--- config.mk ---
export PLATFORM = sky130hd
export DESIGN_NAME = bst_tap
export DESIGN_NICKNAME = d
export VERILOG_FILES = /design/src/logic/bst_pkg.sv /design/src/logic/bst_sync.sv /design/src/logic/bst_tap.sv
export SDC_FILE = /design/constraint.sdc
export NUM_CORES = 1
export LEC_CHECK = 0
export ABC_AREA = 1
export BUFFER_PORTS_ARGS = -buffer_cell sky130_fd_sc_hd__buf_2
export CAP_MARGIN = 0
export CORE_MARGIN = 2
export CORE_UTILIZATION = 50
export DETAILED_ROUTE_END_ITERATION = 10
export GPL_TIMING_DRIVEN = 0
export PLACE_DENSITY = 0.7
export SYNTH_ARGS = -nofsm -noshare
export SYNTH_HDL_FRONTEND = slang
export SYNTH_SLANG_ARGS = --single-unit
--- constraint.sdc ---
create_clock -name clk_in -period 2 [get_ports clk_in]
set_clock_uncertainty 0.1 [all_clocks]
set_input_delay 0.1 -clock clk_in [delete_from_list [all_inputs] [get_ports clk_in]]
set_output_delay 0.1 -clock clk_in [all_outputs]
set_load 0.1 [all_outputs]
--- src/logic/bst_pkg.sv ---
// Constants and types for the boundary-scan test port.
// Assumes a single system clock that samples the slow test clock as data.
//
// Functional notes
// - Follow standard boundary-scan architecture and behaviour.
// - Sample on test clock rise, drive output on fall.
// - Undriven mode select reads as logic high.
// - One register between serial in and out.
// - Serial in at MSB, out from LSB.
// - Serial output driven only in shift states.
// - Test reset leaves memory operation untouched.
// - Power-up resets controller, serial output floats.
// - Three-bit instruction register loaded serially.
// - Identify instruction loaded at reset state.
// - Capture-IR forces low instruction bits to 01.
// - One-bit bypass register cleared on capture.
// - Boundary register captures pins, shifts in Shift-DR.
// - External, sample and float-sample capture pin ring.
// - Chain includes cells for unconnected package positions.
// - Identify instruction captures fixed 32-bit value.
// - Identification value hardwired, shifted in Shift-DR.
// - Float-sample floats output bus until Update-IR.
// - Cell 108 gates bus; preset high.

package bst_pkg;

    // ------------------------------------------------------------
    // Register widths and chain geometry
    // ------------------------------------------------------------
    localparam int IR_W = 3;
    localparam int ID_W = 32;
    localparam int BSR_LEN = 109;
    localparam int BSR_OE_CELL = 108;

    // ------------------------------------------------------------
    // Instruction codes
    // ------------------------------------------------------------
    localparam logic [2:0] INSTR_EXTEST = 3'h0;
    localparam logic [2:0] INSTR_IDCODE = 3'h1;
    localparam logic [2:0] INSTR_SAMPLE_Z = 3'h2;
    localparam logic [2:0] INSTR_SAMPLE = 3'h4;
    localparam logic [2:0] INSTR_BYPASS = 3'h7;

    // ------------------------------------------------------------
    // Capture values, reset values and counts
    // ------------------------------------------------------------
    localparam logic [1:0] IR_CAPTURE_PAT = 2'h1;
    localparam logic IR_CAPTURE_MSB = 1'h0;
    localparam logic BYPASS_CAPTURE = 1'h0;
    localparam logic OE_CELL_PRESET = 1'h1;
    localparam logic OTHER_CELL_PRESET = 1'h0;
    localparam int TMS_RESET_EDGES = 5;
    localparam logic [2:0] TMS_CNT_MAX = 3'h5;
    // Synchroniser reset pattern {tdi, tms, tck}: pulled-up pins read high
    localparam logic [2:0] SYNC_RST_VAL = 3'h6;

    // ------------------------------------------------------------
    // Controller states
    // ------------------------------------------------------------
    typedef enum logic [3:0] {
        ST_RESET, ST_IDLE,
        ST_SEL_DR, ST_CAP_DR, ST_SHIFT_DR, ST_EXIT1_DR,
        ST_PAUSE_DR, ST_EXIT2_DR, ST_UPD_DR,
        ST_SEL_IR, ST_CAP_IR, ST_SHIFT_IR, ST_EXIT1_IR,
        ST_PAUSE_IR, ST_EXIT2_IR, ST_UPD_IR
    } bst_state_type;

endpackage : bst_pkg

--- src/logic/bst_sync.sv ---
// Two-flop synchroniser for a group of slow asynchronous pins.
// Assumes each bit is independent; reset value is a constant pattern.
`timescale 1ns/1ps

module bst_sync #(
    parameter int W = 3,
    parameter logic [W-1:0] RST_VAL = '0
) (
    input wire logic clk_in,
    input wire logic rst_in,
    input wire logic [W-1:0] async_in,
    output logic [W-1:0] sync_out
);

    logic [W-1:0] meta_q;

    // ------------------------------------------------------------
    // Two flops; the first is read only by the second
    // ------------------------------------------------------------
    always_ff @(posedge clk_in) begin
        if (rst_in) begin
            meta_q <= RST_VAL;
            sync_out <= RST_VAL;
        end else begin
            meta_q <= async_in;
            sync_out <= meta_q;
        end
    end

endmodule : bst_sync

--- src/logic/bst_tap.sv ---
// Boundary-scan test port: controller, instruction, bypass, ID and
// boundary registers, serial output driver.
// Assumes tck_in is far slower than clk_in (at least 4 clocks per half
// period) and the pad ring pull-ups hold tms_in and tdi_in high.
`timescale 1ns/1ps

module bst_tap
    import bst_pkg::*;
#(
    parameter logic [ID_W-1:0] ID_CODE = 32'h0A5A_5001 // Arbitrary value
) (
    input wire logic clk_in,
    input wire logic rst_in,
    input wire logic tck_in,
    input wire logic tms_in,
    input wire logic tdi_in,
    input wire logic [BSR_LEN-1:0] pin_ring_in,
    output logic tdo_out,
    output logic tdo_oe_n_out,
    output logic [BSR_LEN-1:0] bsr_par_out,
    output logic extest_out,
    output logic q_drive_en_out
);

    // ------------------------------------------------------------
    // Declarations
    // ------------------------------------------------------------
    logic [2:0] sync_s;
    logic [BSR_LEN-1:0] ring_s;
    logic tck_s;
    logic tms_s;
    logic tdi_s;
    logic tck_prev_q;
    logic tck_rise;
    logic tck_fall;
    bst_state_type state_q;
    bst_state_type state_d;
    logic [IR_W-1:0] ir_shift_q;
    logic [IR_W-1:0] ir_q;
    logic bypass_q;
    logic [ID_W-1:0] id_shift_q;
    logic [BSR_LEN-1:0] bsr_shift_q;
    logic [BSR_LEN-1:0] bsr_upd_q;
    logic sel_bsr;
    logic sel_id;
    logic dr_lsb;
    logic in_shift;
    logic tdo_q;
    logic tdo_oe_n_q;
    logic extest_q;
    logic q_drive_en_q;
    logic [2:0] tms_hi_cnt_q;

    // ------------------------------------------------------------
    // Pin synchronisers and test clock edge detect
    // ------------------------------------------------------------
    bst_sync #(
        .W(3),
        .RST_VAL(SYNC_RST_VAL)
    ) u_sync (
        .clk_in(clk_in),
        .rst_in(rst_in),
        .async_in({tdi_in, tms_in, tck_in}),
        .sync_out(sync_s)
    );

    // Pad ring levels come from the memory clock domain
    bst_sync #(
        .W(BSR_LEN)
    ) u_ring_sync (
        .clk_in(clk_in),
        .rst_in(rst_in),
        .async_in(pin_ring_in),
        .sync_out(ring_s)
    );

    assign tck_s = sync_s[0];
    assign tms_s = sync_s[1];
    assign tdi_s = sync_s[2];

    // Previous test clock level for edge finding
    always_ff @(posedge clk_in) begin
        if (rst_in) begin
            tck_prev_q <= 1'b0;
        end else begin
            tck_prev_q <= tck_s;
        end
    end

    assign tck_rise = tck_s & ~tck_prev_q;
    assign tck_fall = ~tck_s & tck_prev_q;

    // ------------------------------------------------------------
    // Controller state sequence
    // ------------------------------------------------------------
    // Next state from mode select, standard sixteen-state graph
    always_comb begin
        state_d = state_q;
        case (state_q)
            ST_RESET: state_d = tms_s ? ST_RESET : ST_IDLE;
            ST_IDLE: state_d = tms_s ? ST_SEL_DR : ST_IDLE;
            ST_SEL_DR: state_d = tms_s ? ST_SEL_IR : ST_CAP_DR;
            ST_CAP_DR: state_d = tms_s ? ST_EXIT1_DR : ST_SHIFT_DR;
            ST_SHIFT_DR: state_d = tms_s ? ST_EXIT1_DR : ST_SHIFT_DR;
            ST_EXIT1_DR: state_d = tms_s ? ST_UPD_DR : ST_PAUSE_DR;
            ST_PAUSE_DR: state_d = tms_s ? ST_EXIT2_DR : ST_PAUSE_DR;
            ST_EXIT2_DR: state_d = tms_s ? ST_UPD_DR : ST_SHIFT_DR;
            ST_UPD_DR: state_d = tms_s ? ST_SEL_DR : ST_IDLE;
            ST_SEL_IR: state_d = tms_s ? ST_RESET : ST_CAP_IR;
            ST_CAP_IR: state_d = tms_s ? ST_EXIT1_IR : ST_SHIFT_IR;
            ST_SHIFT_IR: state_d = tms_s ? ST_EXIT1_IR : ST_SHIFT_IR;
            ST_EXIT1_IR: state_d = tms_s ? ST_UPD_IR : ST_PAUSE_IR;
            ST_PAUSE_IR: state_d = tms_s ? ST_EXIT2_IR : ST_PAUSE_IR;
            ST_EXIT2_IR: state_d = tms_s ? ST_UPD_IR : ST_SHIFT_IR;
            ST_UPD_IR: state_d = tms_s ? ST_SEL_DR : ST_IDLE;
            default: state_d = ST_RESET;
        endcase
    end

    // State advances on each test clock rise; power-up forces reset
    always_ff @(posedge clk_in) begin
        if (rst_in) begin
            state_q <= ST_RESET;
        end else if (tck_rise) begin
            state_q <= state_d;
        end
    end

    // ------------------------------------------------------------
    // Instruction register
    // ------------------------------------------------------------
    // Shift stage: capture fixed pattern, shift MSB-in LSB-out
    always_ff @(posedge clk_in) begin
        if (rst_in) begin
            ir_shift_q <= INSTR_IDCODE;
        end else if (tck_rise) begin
            if (state_q == ST_CAP_IR) begin
                ir_shift_q <= {IR_CAPTURE_MSB, IR_CAPTURE_PAT};
            end else if (state_q == ST_SHIFT_IR) begin
                ir_shift_q <= {tdi_s, ir_shift_q[IR_W-1:1]};
            end
        end
    end

    // Current instruction: identify after reset, new code at Update-IR
    always_ff @(posedge clk_in) begin
        if (rst_in) begin
            ir_q <= INSTR_IDCODE;
        end else if (state_q == ST_RESET) begin
            ir_q <= INSTR_IDCODE;
        end else if (tck_rise && state_q == ST_UPD_IR) begin
            ir_q <= ir_shift_q;
        end
    end

    // ------------------------------------------------------------
    // Data register selection
    // ------------------------------------------------------------
    // Reserved codes fall through to bypass
    always_comb begin
        sel_bsr = 1'b0;
        sel_id = 1'b0;
        case (ir_q)
            INSTR_EXTEST, INSTR_SAMPLE, INSTR_SAMPLE_Z: sel_bsr = 1'b1;
            INSTR_IDCODE: sel_id = 1'b1;
            default: sel_bsr = 1'b0;
        endcase
    end

    // ------------------------------------------------------------
    // Bypass and identification registers
    // ------------------------------------------------------------
    // Bypass: cleared at capture, one-stage shift
    always_ff @(posedge clk_in) begin
        if (rst_in) begin
            bypass_q <= BYPASS_CAPTURE;
        end else if (tck_rise && !sel_bsr && !sel_id) begin
            if (state_q == ST_CAP_DR) begin
                bypass_q <= BYPASS_CAPTURE;
            end else if (state_q == ST_SHIFT_DR) begin
                bypass_q <= tdi_s;
            end
        end
    end

    // Identification: hardwired value captured, then shifted out
    always_ff @(posedge clk_in) begin
        if (rst_in) begin
            id_shift_q <= ID_CODE;
        end else if (tck_rise && sel_id) begin
            if (state_q == ST_CAP_DR) begin
                id_shift_q <= ID_CODE;
            end else if (state_q == ST_SHIFT_DR) begin
                id_shift_q <= {tdi_s, id_shift_q[ID_W-1:1]};
            end
        end
    end

    // ------------------------------------------------------------
    // Boundary scan cells, one per package bump incl. unconnected
    // ------------------------------------------------------------
    genvar gi;
    generate
        for (gi = 0; gi < BSR_LEN; gi++) begin : g_cell
            // Serial feed: MSB takes the input pin, others the next cell
            logic ser_d;
            if (gi == BSR_LEN - 1) begin : g_top
                assign ser_d = tdi_s;
            end else begin : g_mid
                assign ser_d = bsr_shift_q[gi+1];
            end

            // Capture stage: pin ring at Capture-DR, shift in Shift-DR
            always_ff @(posedge clk_in) begin
                if (rst_in) begin
                    bsr_shift_q[gi] <= 1'b0;
                end else if (tck_rise && sel_bsr) begin
                    if (state_q == ST_CAP_DR) begin
                        bsr_shift_q[gi] <= ring_s[gi];
                    end else if (state_q == ST_SHIFT_DR) begin
                        bsr_shift_q[gi] <= ser_d;
                    end
                end
            end

            // Update stage: latched at Update-DR, preset at test reset
            always_ff @(posedge clk_in) begin
                if (rst_in || state_q == ST_RESET) begin
                    bsr_upd_q[gi] <= (gi == BSR_OE_CELL) ? OE_CELL_PRESET
                                                        : OTHER_CELL_PRESET;
                end else if (tck_rise && sel_bsr && state_q == ST_UPD_DR) begin
                    bsr_upd_q[gi] <= bsr_shift_q[gi];
                end
            end
        end
    endgenerate

    // ------------------------------------------------------------
    // Serial output, changed on test clock fall only
    // ------------------------------------------------------------
    assign in_shift = (state_q == ST_SHIFT_DR) || (state_q == ST_SHIFT_IR);

    // LSB of the one selected register
    always_comb begin
        if (sel_bsr) begin
            dr_lsb = bsr_shift_q[0];
        end else if (sel_id) begin
            dr_lsb = id_shift_q[0];
        end else begin
            dr_lsb = bypass_q;
        end
    end

    // Driver data and enable; float outside the shift states
    always_ff @(posedge clk_in) begin
        if (rst_in) begin
            tdo_q <= 1'b0;
            tdo_oe_n_q <= 1'b1;
        end else if (tck_fall) begin
            tdo_oe_n_q <= ~in_shift;
            if (state_q == ST_SHIFT_IR) begin
                tdo_q <= ir_shift_q[0];
            end else if (state_q == ST_SHIFT_DR) begin
                tdo_q <= dr_lsb;
            end
        end
    end

    // ------------------------------------------------------------
    // Output bus control toward the memory pad ring
    // ------------------------------------------------------------
    // Test reset keeps drivers enabled so memory traffic is unaffected
    always_ff @(posedge clk_in) begin
        if (rst_in) begin
            extest_q <= 1'b0;
            q_drive_en_q <= 1'b1;
        end else begin
            extest_q <= (ir_q == INSTR_EXTEST);
            if (ir_q == INSTR_SAMPLE_Z) begin
                q_drive_en_q <= 1'b0;
            end else if (ir_q == INSTR_EXTEST) begin
                q_drive_en_q <= bsr_upd_q[BSR_OE_CELL];
            end else begin
                q_drive_en_q <= 1'b1;
            end
        end
    end

    assign tdo_out = tdo_q;
    assign tdo_oe_n_out = tdo_oe_n_q;
    assign bsr_par_out = bsr_upd_q;
    assign extest_out = extest_q;
    assign q_drive_en_out = q_drive_en_q;

    // ------------------------------------------------------------
    // Checking helper: consecutive high mode-select rises
    // ------------------------------------------------------------
    always_ff @(posedge clk_in) begin
        if (rst_in) begin
            tms_hi_cnt_q <= 3'h0;
        end else if (tck_rise) begin
            if (!tms_s) begin
                tms_hi_cnt_q <= 3'h0;
            end else if (tms_hi_cnt_q != TMS_CNT_MAX) begin
                tms_hi_cnt_q <= tms_hi_cnt_q + 3'h1;
            end
        end
    end

    // ------------------------------------------------------------
    // Assertions
    // ------------------------------------------------------------
    a_five_tms_reset: assert property (@(posedge clk_in) disable iff (rst_in)
        (tms_hi_cnt_q == TMS_CNT_MAX) |-> (state_q == ST_RESET))
        else $error("five high mode-select edges did not reach reset");

    a_reset_loads_id: assert property (@(posedge clk_in) disable iff (rst_in)
        (state_q == ST_RESET) |=> (ir_q == INSTR_IDCODE))
        else $error("reset state did not load identify instruction");

    a_capture_ir_pattern: assert property (@(posedge clk_in) disable iff (rst_in)
        (tck_rise && state_q == ST_CAP_IR) |=> (ir_shift_q[1:0] == 2'h1))
        else $error("instruction capture pattern wrong");

    a_bypass_cleared: assert property (@(posedge clk_in) disable iff (rst_in)
        (tck_rise && state_q == ST_CAP_DR && ir_q == INSTR_BYPASS) |=> !bypass_q)
        else $error("bypass not cleared at capture");

    a_id_capture_value: assert property (@(posedge clk_in) disable iff (rst_in)
        (tck_rise && state_q == ST_CAP_DR && ir_q == INSTR_IDCODE)
        |=> (id_shift_q == ID_CODE))
        else $error("identification value not captured");

    a_id_shift_msb: assert property (@(posedge clk_in) disable iff (rst_in)
        (tck_rise && state_q == ST_SHIFT_DR && ir_q == INSTR_IDCODE)
        |=> (id_shift_q[ID_W-1] == $past(tdi_s))
            && (id_shift_q[ID_W-2:0] == $past(id_shift_q[ID_W-1:1])))
        else $error("identification shift direction wrong");

    a_tdo_fall_only: assert property (@(posedge clk_in) disable iff (rst_in)
        ($changed(tdo_q) || $changed(tdo_oe_n_q)) |-> $past(tck_fall))
        else $error("serial output changed away from a falling edge");

    a_tdo_float_idle: assert property (@(posedge clk_in) disable iff (rst_in)
        (tck_fall && !in_shift) |=> tdo_oe_n_q ##1 tdo_oe_n_q)
        else $error("serial output driven outside shift states");

    a_samplez_floats: assert property (@(posedge clk_in) disable iff (rst_in)
        (ir_q == INSTR_SAMPLE_Z) |=> !q_drive_en_q)
        else $error("output bus not floated by float-sample");

    a_extest_gate: assert property (@(posedge clk_in) disable iff (rst_in)
        (ir_q == INSTR_EXTEST) |=> (q_drive_en_q == $past(bsr_upd_q[BSR_OE_CELL])))
        else $error("gating cell does not control output bus");

endmodule : bst_tap

==> results of run 1 <==
cell usage in the layout (no fill, tap or decap), drive strengths merged, types with 3 or more instances in the layout:
cell,count
inv,242
o21ai,125
o211ai,3
a21oi,261
buf,277
or2,4
nand2,296
nand4,3
nand3,37
clkinv,11
dlygate4sd3,113
clkbuf,161
nor2,569
dfxtp,490
bufinv,4
registers in the layout, summed over array words and instances (netlist names):
register,count
state_q,4
tdo_oe_n_out,1
id_shift_q,32
q_drive_en_out,1
u_ring_sync.sync_out,109
extest_out,1
tdo_out,1
u_ring_sync.meta_q,109
ir_shift_q,3
ir_q,3
bypass_q,1
bsr_par_out,109
bsr_shift_q,1
u_sync.meta_q,3
tck_prev_q,1
g_cell.ser_d,108
u_sync.sync_out,3
routing by layer:
metal	vias up	track usage	routed length (um)
met2	424	0.404	20300
met4	0	0.0790	1290
met3	90	0.0335	2370
met1	6699	0.306	19100
met5	-	0	0
li1	7481	-	-
cell families (layout without fill, tap and decap cells):
family                 count (synthesis)  in the layout  synth area share
buffers and inverters                378            809            0.0920
AO/OA/AOI/OAI                        391            391             0.117
flip-flops                           490            490             0.582
other                                  0              1                 0
AND/OR/NAND/NOR                      913            913             0.209
worst max-delay path by stage:
stage,start,endpoint,slack [ps],cells past startpoint
4_1_cts,state_q[2],g_cell[50].ser_d,3,9
3_3_place_gp,state_q[2],g_cell[104].ser_d,-210,9
2_1_floorplan,state_q[2],g_cell[41].ser_d,310,10
6_report,state_q[2],bsr_par_out[73],4,8
5_1_grt,state_q[2],bsr_par_out[22],-90,8
3_5_place_dp,state_q[2],g_cell[89].ser_d,-240,9
final cells by class:
type / instances / area [um^2]
timing repair buffer: 343 / 2310
timing repair inverter: 1 / 5.00
antenna: 1 / 2.50
fill: 2963 / 11800
multi-input combinational: 1304 / 5560
tap: 448 / 561
inverter: 243 / 925
clock inverter: 14 / 184
clock buffer: 73 / 1460
sequential: 490 / 9820
buffer: 135 / 714
stage by stage:
stage	total power, uW	cell area [um^2]	util	TNS (ps)
6_report	19900	21500	0.645	0
5_1_grt	20500	21500	0.645	-1420
4_1_cts	20000	21400	0.640	0
3_5_place_dp	10700	18500	0.556	-36390
3_3_place_gp	10700	18500	0.556	-31640
2_1_floorplan	10500	16900	-	0
power breakdown:
group	switching (uW)	internal [uW]
logic	347	320
registers	55.8	9970
clock network	3670	5540
total	4070	15800
worst register-to-register path: cells and delay by family (launching register included):
family                 cells  cell delay (ps)
buffers and inverters      3              840
flip-flops                 1              440
AO/OA/AOI/OAI              1              160
AND/OR/NAND/NOR            4              390
timing repair:
item / 4_1_cts / 5_1_grt
gates resized for setup: 18 / 54
cloned: 0 / 1
endpoints found under the setup margin: 237 / 230
hold buffers: 113 / 0
endpoints found under the hold margin: 113 / 0
setup buffers: 0 / 5
pin swaps: 0 / 3
==> results.toml, run 1 <==
[clock_network]
cts_tree = "yes"
cts_buffers = 48
htree_levels = 2
clk_latency_ps = 550
cts_buffer_depth = 3
cts-root-buf = "clkbuf_16"
cts_sinks = 490
clkSlewWorstSetupHoldPaths_ps = 60

[worst_setup_path]
regToRegSetupSlack_ps = 4
cp_common_cell = "nand2_1"
r2r_cells = 8
path_buf_inv = 3
cp_data_required_time_ps = 2380
r2r-start = "state_q[2]"
slowest_delay_ps = 440
cp_max_fo = 10
crit_chain = "nor2_4 > nand2_1 > nand2_1 > inv_1 > buf_4 > clkbuf_1 > o21ai_1 > nor2_1"
cp-start-kind = "register"
critPathKind = "register to register"
critPathArrivalTime_ps = 2370
crit_path_top_delay_cell = "dfxtp_2"
cp_top_family = "buffers and inverters"
r2r_end = "bsr_par_out[73]"
endpoint_kind = "register"

[min_path]
holdPathEnd = "u_sync.meta_q[1]"
hp-start = "tms_in"
min_path_type = "primary input to register"
whs_path_depth = 3

[routing]
drc = 0
viasPerCell = 4.81
via_count = 14700
routedWlPerCell_um = 14.1
ant_nets = 0
wl_mm = 43.1
first_pass_iters = 5
dr.first_iter.drc_count = 998

[synthesis]
ys_warn_count = 0
synth_top_area_frac = 0.582
synth_seq_area_share = 0.582
syn-cell-area_um2 = 16900
yosysUniqueCellTypes = 27
ys_top_cells_by_area = "dfxtp_1, nor2_1, a21oi_1"
synth_ff_type = "dfxtp_1"
synth_nets = 2286
synth.most_common_cell = "nor2_1"
ys_ff_latch = 490
synth_top_area_cell = "dfxtp_1"
synth_cells = 2172
postSynthAreaPerCell_um2 = 7.76
async_flop_share = 0
synth-edff-count = 0
synth_common_cells = "nor2_1, dfxtp_1, nand2_1"

[finish]
drive_above_1_share = 0.156
fin_nets = 2680
finalNonFillerCells = 3052
syn_to_final_growth_pct = 27.7

[timing]
max_freq_mhz = 501
post-route-period-util = 0.998
finalCriticalPeriod_ps = 2000
slew_headroom = 0.352
hold_slack_ps = 175
finalSetupViolCount = 0
setup_slack_ps = 4.32
worst_pin_slew_ps = 973
final_max_slew_viol_count = 0
hold_violations = 0
rsz0062_at_grt = "true"

[grt]
grt_max_degree = 15
grt.overflow.total = 0
track_usage = 0.236
grt_first_pass_wirelength_mm = 67.8
antenna_found_initial = 1
grt_pass1_vias = 13600

[flow_run]
cap_violations = 0

[placement]
dp.cells = 2845
dp_hpwl_mm = 28.3
dp_slack_ps = -241
port-buffer-count = 225
place_congestion = 0.853

[floorplan]
ios = 227
core-area_um2 = 33400
die_h_um = 188
dieWidth_um = 188
die-area_um2 = 35200
rows = 67
initial_utilization = 0.505

[status]
run_status = "complete, no violations"

[power_and_ir_drop]
p_leak_uw = 0.00985
powerDensity_nw_per_um2 = 924
vdd_drop_max_v = 0.000681
Power figures use the tool's default switching activity.
==> run 2, diff against run 1 <==
Settings changed: CTS_BUF_LIST set to sky130_fd_sc_hd__clkbuf_4 sky130_fd_sc_hd__clkbuf_8.
==> run 2 against run 1 <==
  * Maximum frequency is 3.9% higher
  * Register-to-register slack better by 80 ps
  * Critical path depth increased by 2
  * Count of clock-buffer cells in the layout increased by 44
  * Worst hold slack worse by 49 ps
  * Setup slack gained 76 ps
  * Largest cell class unchanged
==> results.toml, run 2 (same netlist as run 1, synthesis figures left out) <==
[status]
run_status = "complete, no violations"

[power_and_ir_drop]
p_leak_uw = 0.00990
p_switching_uw = 4150
intPower_uw = 15100
power_frac_comb = 0.035
p_total_uw = 19200
p_clk_frac = 0.444
vdd_drop_max_v = 0.000545
swShare = 0.215
powerDensity_nw_per_um2 = 897
seqPwrFrac = 0.521

[routing]
wl_met3_mm = 2.67
drc = 0
wl_met1_mm = 18.8
via_count = 14800
top_layer = "met4"
routedWlPerCell_um = 14.0
viasPerCell = 4.80
ant_nets = 0
first_pass_iters = 6
wl_mm = 43.2
wl_met2_mm = 20.2
dr.first_iter.drc_count = 1036

[floorplan]
ios = 227
die_h_um = 188
die-area_um2 = 35200
core-area_um2 = 33400
dieWidth_um = 188
rows = 67
initial_utilization = 0.505

[timing]
hold_slack_ps = 127
setup_slack_ps = 79.9
hold_violations = 0
worst_pin_slew_ps = 853
max_freq_mhz = 521
rsz0062_at_grt = "true"
post-route-period-util = 0.960
finalSetupViolCount = 0
finalCriticalPeriod_ps = 1920
slew_headroom = 0.431
final_max_slew_viol_count = 0

[clock_network]
cts_tree = "yes"
cts_sinks = 490
cts_buffer_depth = 3
cts-root-buf = "clkbuf_8"
clkSlewWorstSetupHoldPaths_ps = 60
cts_buffers = 76
clk_latency_ps = 620
htree_levels = 3

[worst_setup_path]
cp-start-kind = "register"
cp_data_required_time_ps = 2400
critPathArrivalTime_ps = 2320
cp_common_cell = "nor2_1"
endpoint_kind = "register"
crit_chain = "inv_2 > nor2_4 > nand2_2 > nor3_4 > buf_12 > clkinv_4 > buf_4 > buf_6 > nor2_1 > nor2_1"
slowest_delay_ps = 410
crit_path_top_delay_cell = "dfxtp_2"
cp_max_fo = 10
critPathKind = "register to register"

[placement]
port-buffer-count = 225
dp_hpwl_mm = 28.3
dp_slack_ps = -241
place_congestion = 0.853

[grt]
grt_max_degree = 11
antenna_found_initial = 0
track_usage = 0.239
grt.overflow.total = 0
grt_pass1_vias = 13800
grt_first_pass_wirelength_mm = 68.0

[finish]
syn_to_final_growth_pct = 27.2
drive_above_1_share = 0.178
final_cell_mix = "nor2_1, dfxtp_1, nand2_1"
final_common_cell = "nor2_1"
antennaDiodeCount = 0
fillerInstances = 2974
fin_util = 0.643
fin_nets = 2704

[flow_run]
cap_violations = 0

[min_path]
min_path_type = "primary input to register"
==> run 2: cell types whose count changed in the layout (fill, tap and decap cells not counted), moves of 3 or more <==
| cell | change |
|---|---|
| inv_6 | +3 |
| clkbuf_4 | +25 |
| clkbuf_1 | -22 |
| bufinv_16 | -3 |
| clkbuf_16 | -50 |
| clkbuf_2 | +10 |
| clkbuf_8 | +82 |
| clkinv_2 | +3 |
==> run 2: power groups by stage <==
stage	logic, uW	clock network (uW)	registers [uW]
2_1_floorplan	264	0	10200
3_3_place_gp	482	0	10200
3_5_place_dp	487	0	10200
4_1_cts	658	8690	10000
5_1_grt	742	9140	10000
6_report	667	8550	10000
==> run 2: critical path: cells and delay by family (launching register included) <==
family,cells,cell delay [ps]
flip-flops,1,410
buffers and inverters,5,710
AND/OR/NAND/NOR,5,610
==> run 2: final timing paths <==
kind / from / endpoint / slack [ps] / cells after the start
max: state_q[3] / bsr_par_out[52] / 80 / 10
min: pin_ring_in[17] / u_ring_sync.meta_q[17] / 130 / 4
max reg2reg: state_q[3] / bsr_par_out[52] / 80 / 10
min reg2reg: u_ring_sync.meta_q[34] / u_ring_sync.sync_out[34] / 280 / 2
==> run 2: per-layer routing <==
layer | vias to the layer above | GRT usage
met5 | - | 0
met4 | 0 | 0.101
met3 | 96 | 0.0475
met2 | 460 | 0.394
met1 | 6750 | 0.305
li1 | 7537 | -
==> run 2: repair_timing <==
item,CTS,global route
setup endpoints to repair,237,223
hold buffers,113,0
hold endpoints to repair,116,0
buffers inserted,0,2
resized for setup,22,70
pin swaps,0,1
cloned,0,1
==> run 2: cell type report <==
type	instances	area [um^2]	area share
inverters	243	922	0.0430
flip-flops and latches	490	9810	0.457
clock inverters	16	118	0.00548
plain buffers	134	731	0.0341
repair inverters	1	5.00	0.000233
clock buffers	117	1470	0.0683
multi-input cells	1304	5560	0.259
well taps	448	561	0.0261
repair buffers	340	2280	0.106
==> run 2: through the flow <==
stage	setup TNS (ps)	cell area [um^2]	cells
after floorplan	0	16900	2172
after global placement	-31640	18500	2845
after detailed placement	-36390	18500	2845
after CTS	0	21300	3091
after global routing	-141	21500	3093
final	0	21500	3093
==> run 3, diff against run 2 <==
Settings changed: BUFFER_PORTS_ARGS -buffer_cell sky130_fd_sc_hd__buf_2 to unset, DONT_BUFFER_PORTS set to 1, PLACE_DENSITY 0.7 to 0.64.
==> run 3 against run 2 <==
  * Total power grew 1.9%
  * Core utilization shrank 2.6 points
  * Sequential power is essentially flat
  * Sequential share of layout area grew 1.9 points
  * Combinational power shrank 11%
  * Clock power grew 5.1%
  * Maximum frequency shrank 1.5%
  * Non-clock buffer count shrank 207
  * Via count shrank 4.9%
  * Sequential cell count is the same
==> results.toml, run 3 (same netlist as run 1, synthesis figures left out) <==
[grt]
grt_max_degree = 11
track_usage = 0.245
antenna_found_initial = 0
grt.overflow.total = 0
grt_pass1_vias = 13500
grt_first_pass_wirelength_mm = 69.3

[finish]
syn_to_final_growth_pct = 22.2
drive_above_1_share = 0.0985
final_cell_mix = "nor2_1, dfxtp_1, nand2_1"
multi_input_area_um2 = 5560
fillerInstances = 2997
ff_latch_area_um2 = 9820
final_common_cell = "nor2_1"
antennaDiodeCount = 0
fin_nets = 2496
fin_util = 0.617

[timing]
slew_headroom = 0.265
setup_slack_ps = 50.9
setup_tns_ps = 0
hold_violations = 0
post-route-period-util = 0.975
rsz0062_at_grt = "true"
hold_slack_ps = 36.9
finalSetupViolCount = 0
max_freq_mhz = 513
worst_pin_slew_ps = 1100
final_max_slew_viol_count = 0
finalCriticalPeriod_ps = 1950

[worst_setup_path]
cp_common_cell = "buf_6"
cp_max_fo = 10
endpoint_kind = "register"
crit_path_top_delay_cell = "dfxtp_1"
critPathArrivalTime_ps = 2390
cp_data_required_time_ps = 2440
critPathKind = "register to register"
cp-start-kind = "register"
crit_chain = "buf_4 > nor2_4 > nand2_4 > nor3_4 > buf_6 > buf_12 > buf_6 > o21ai_0 > nor2_1"
slowest_delay_ps = 300

[floorplan]
dieWidth_um = 188
die-area_um2 = 35200
core-area_um2 = 33400
initial_utilization = 0.505
rows = 67
die_h_um = 188
ios = 227

[clock_network]
htree_levels = 3
cts_buffer_depth = 3
cts_sinks = 490
clk_latency_ps = 630
cts_tree = "yes"
cts_buffers = 76
cts-root-buf = "clkbuf_8"
clkSlewWorstSetupHoldPaths_ps = 70

[routing]
drc = 0
viasPerCell = 4.89
first_pass_iters = 8
ant_nets = 0
routedWlPerCell_um = 15.1
dr.first_iter.drc_count = 835
via_count = 14100
wl_mm = 43.6

[power_and_ir_drop]
p_leak_uw = 0.00892
vdd_drop_max_v = 0.000647
powerDensity_nw_per_um2 = 952

[flow_run]
cap_violations = 0

[placement]
dp_hpwl_mm = 28.3
dp_slack_ps = -284
port-buffer-count = 0
place_congestion = 0.840

[min_path]
min_path_type = "primary input to register"

[status]
run_status = "complete, no violations"
-- run 3: final cells by class --
| cell class | instances | area share |
|---|---|---|
| sequential | 490 | 0.477 |
| multi-input combinational | 1304 | 0.270 |
| clock buffer | 121 | 0.0735 |
| timing repair buffer | 133 | 0.0652 |
| inverter | 243 | 0.0448 |
| buffer | 134 | 0.0358 |
| tap | 448 | 0.0272 |
| clock inverter | 12 | 0.00723 |
-- run 3: repair_timing --
item,CTS,global route
endpoints found under the setup margin,238,236
cloned,0,1
resized for setup,17,77
setup buffers,0,3
hold buffers,129,0
pin swaps,1,5
hold endpoints to repair,117,0
-- run 3: per-layer routing --
metal / GRT usage / up-vias / share of wire
met2: 0.403 / 448 / 0.46
li1: - / 7111 / -
met4: 0.111 / 0 / 0.037
met5: 0 / - / 0
met1: 0.309 / 6463 / 0.44
met3: 0.0528 / 96 / 0.064
-- run 3: path summary, 6_finish.rpt --
kind | start | to | slack [ps] | depth (start not counted)
worst max register to register | state_q[1] | bsr_par_out[14] | 50 | 9
worst min-delay path | pin_ring_in[86] | u_ring_sync.meta_q[86] | 40 | 3
worst max-delay path | state_q[1] | bsr_par_out[14] | 50 | 9
worst min register to register | u_ring_sync.meta_q[26] | u_ring_sync.sync_out[26] | 290 | 2
-- run 3: stage by stage --
| stage | power, uW | std cells | cell area (um^2) |
|---|---|---|---|
| 4_1_cts | 19800 | 2882 | 20400 |
| 3_3_place_gp | 10600 | 2620 | 17400 |
| 6_report | 19600 | 2885 | 20600 |
| 3_5_place_dp | 10600 | 2620 | 17400 |
| 5_1_grt | 20300 | 2885 | 20600 |
| 2_1_floorplan | 10500 | 2172 | 16900 |
-- run 3: critical path, delay by kind of cell, from the launching register on --
kind                   cells  cell delay (ps)
buffers and inverters      4              650
AOI/OAI and AO/OA          1               90
and+or+nand+nor            4              700
DFF                        1              300
-- run 3: power breakdown --
group	total, uW	switching (uW)	internal (uW)
registers	10000	56.8	9970
logic	592	326	267
clock network	8990	3810	5180
total	19600	4190	15400
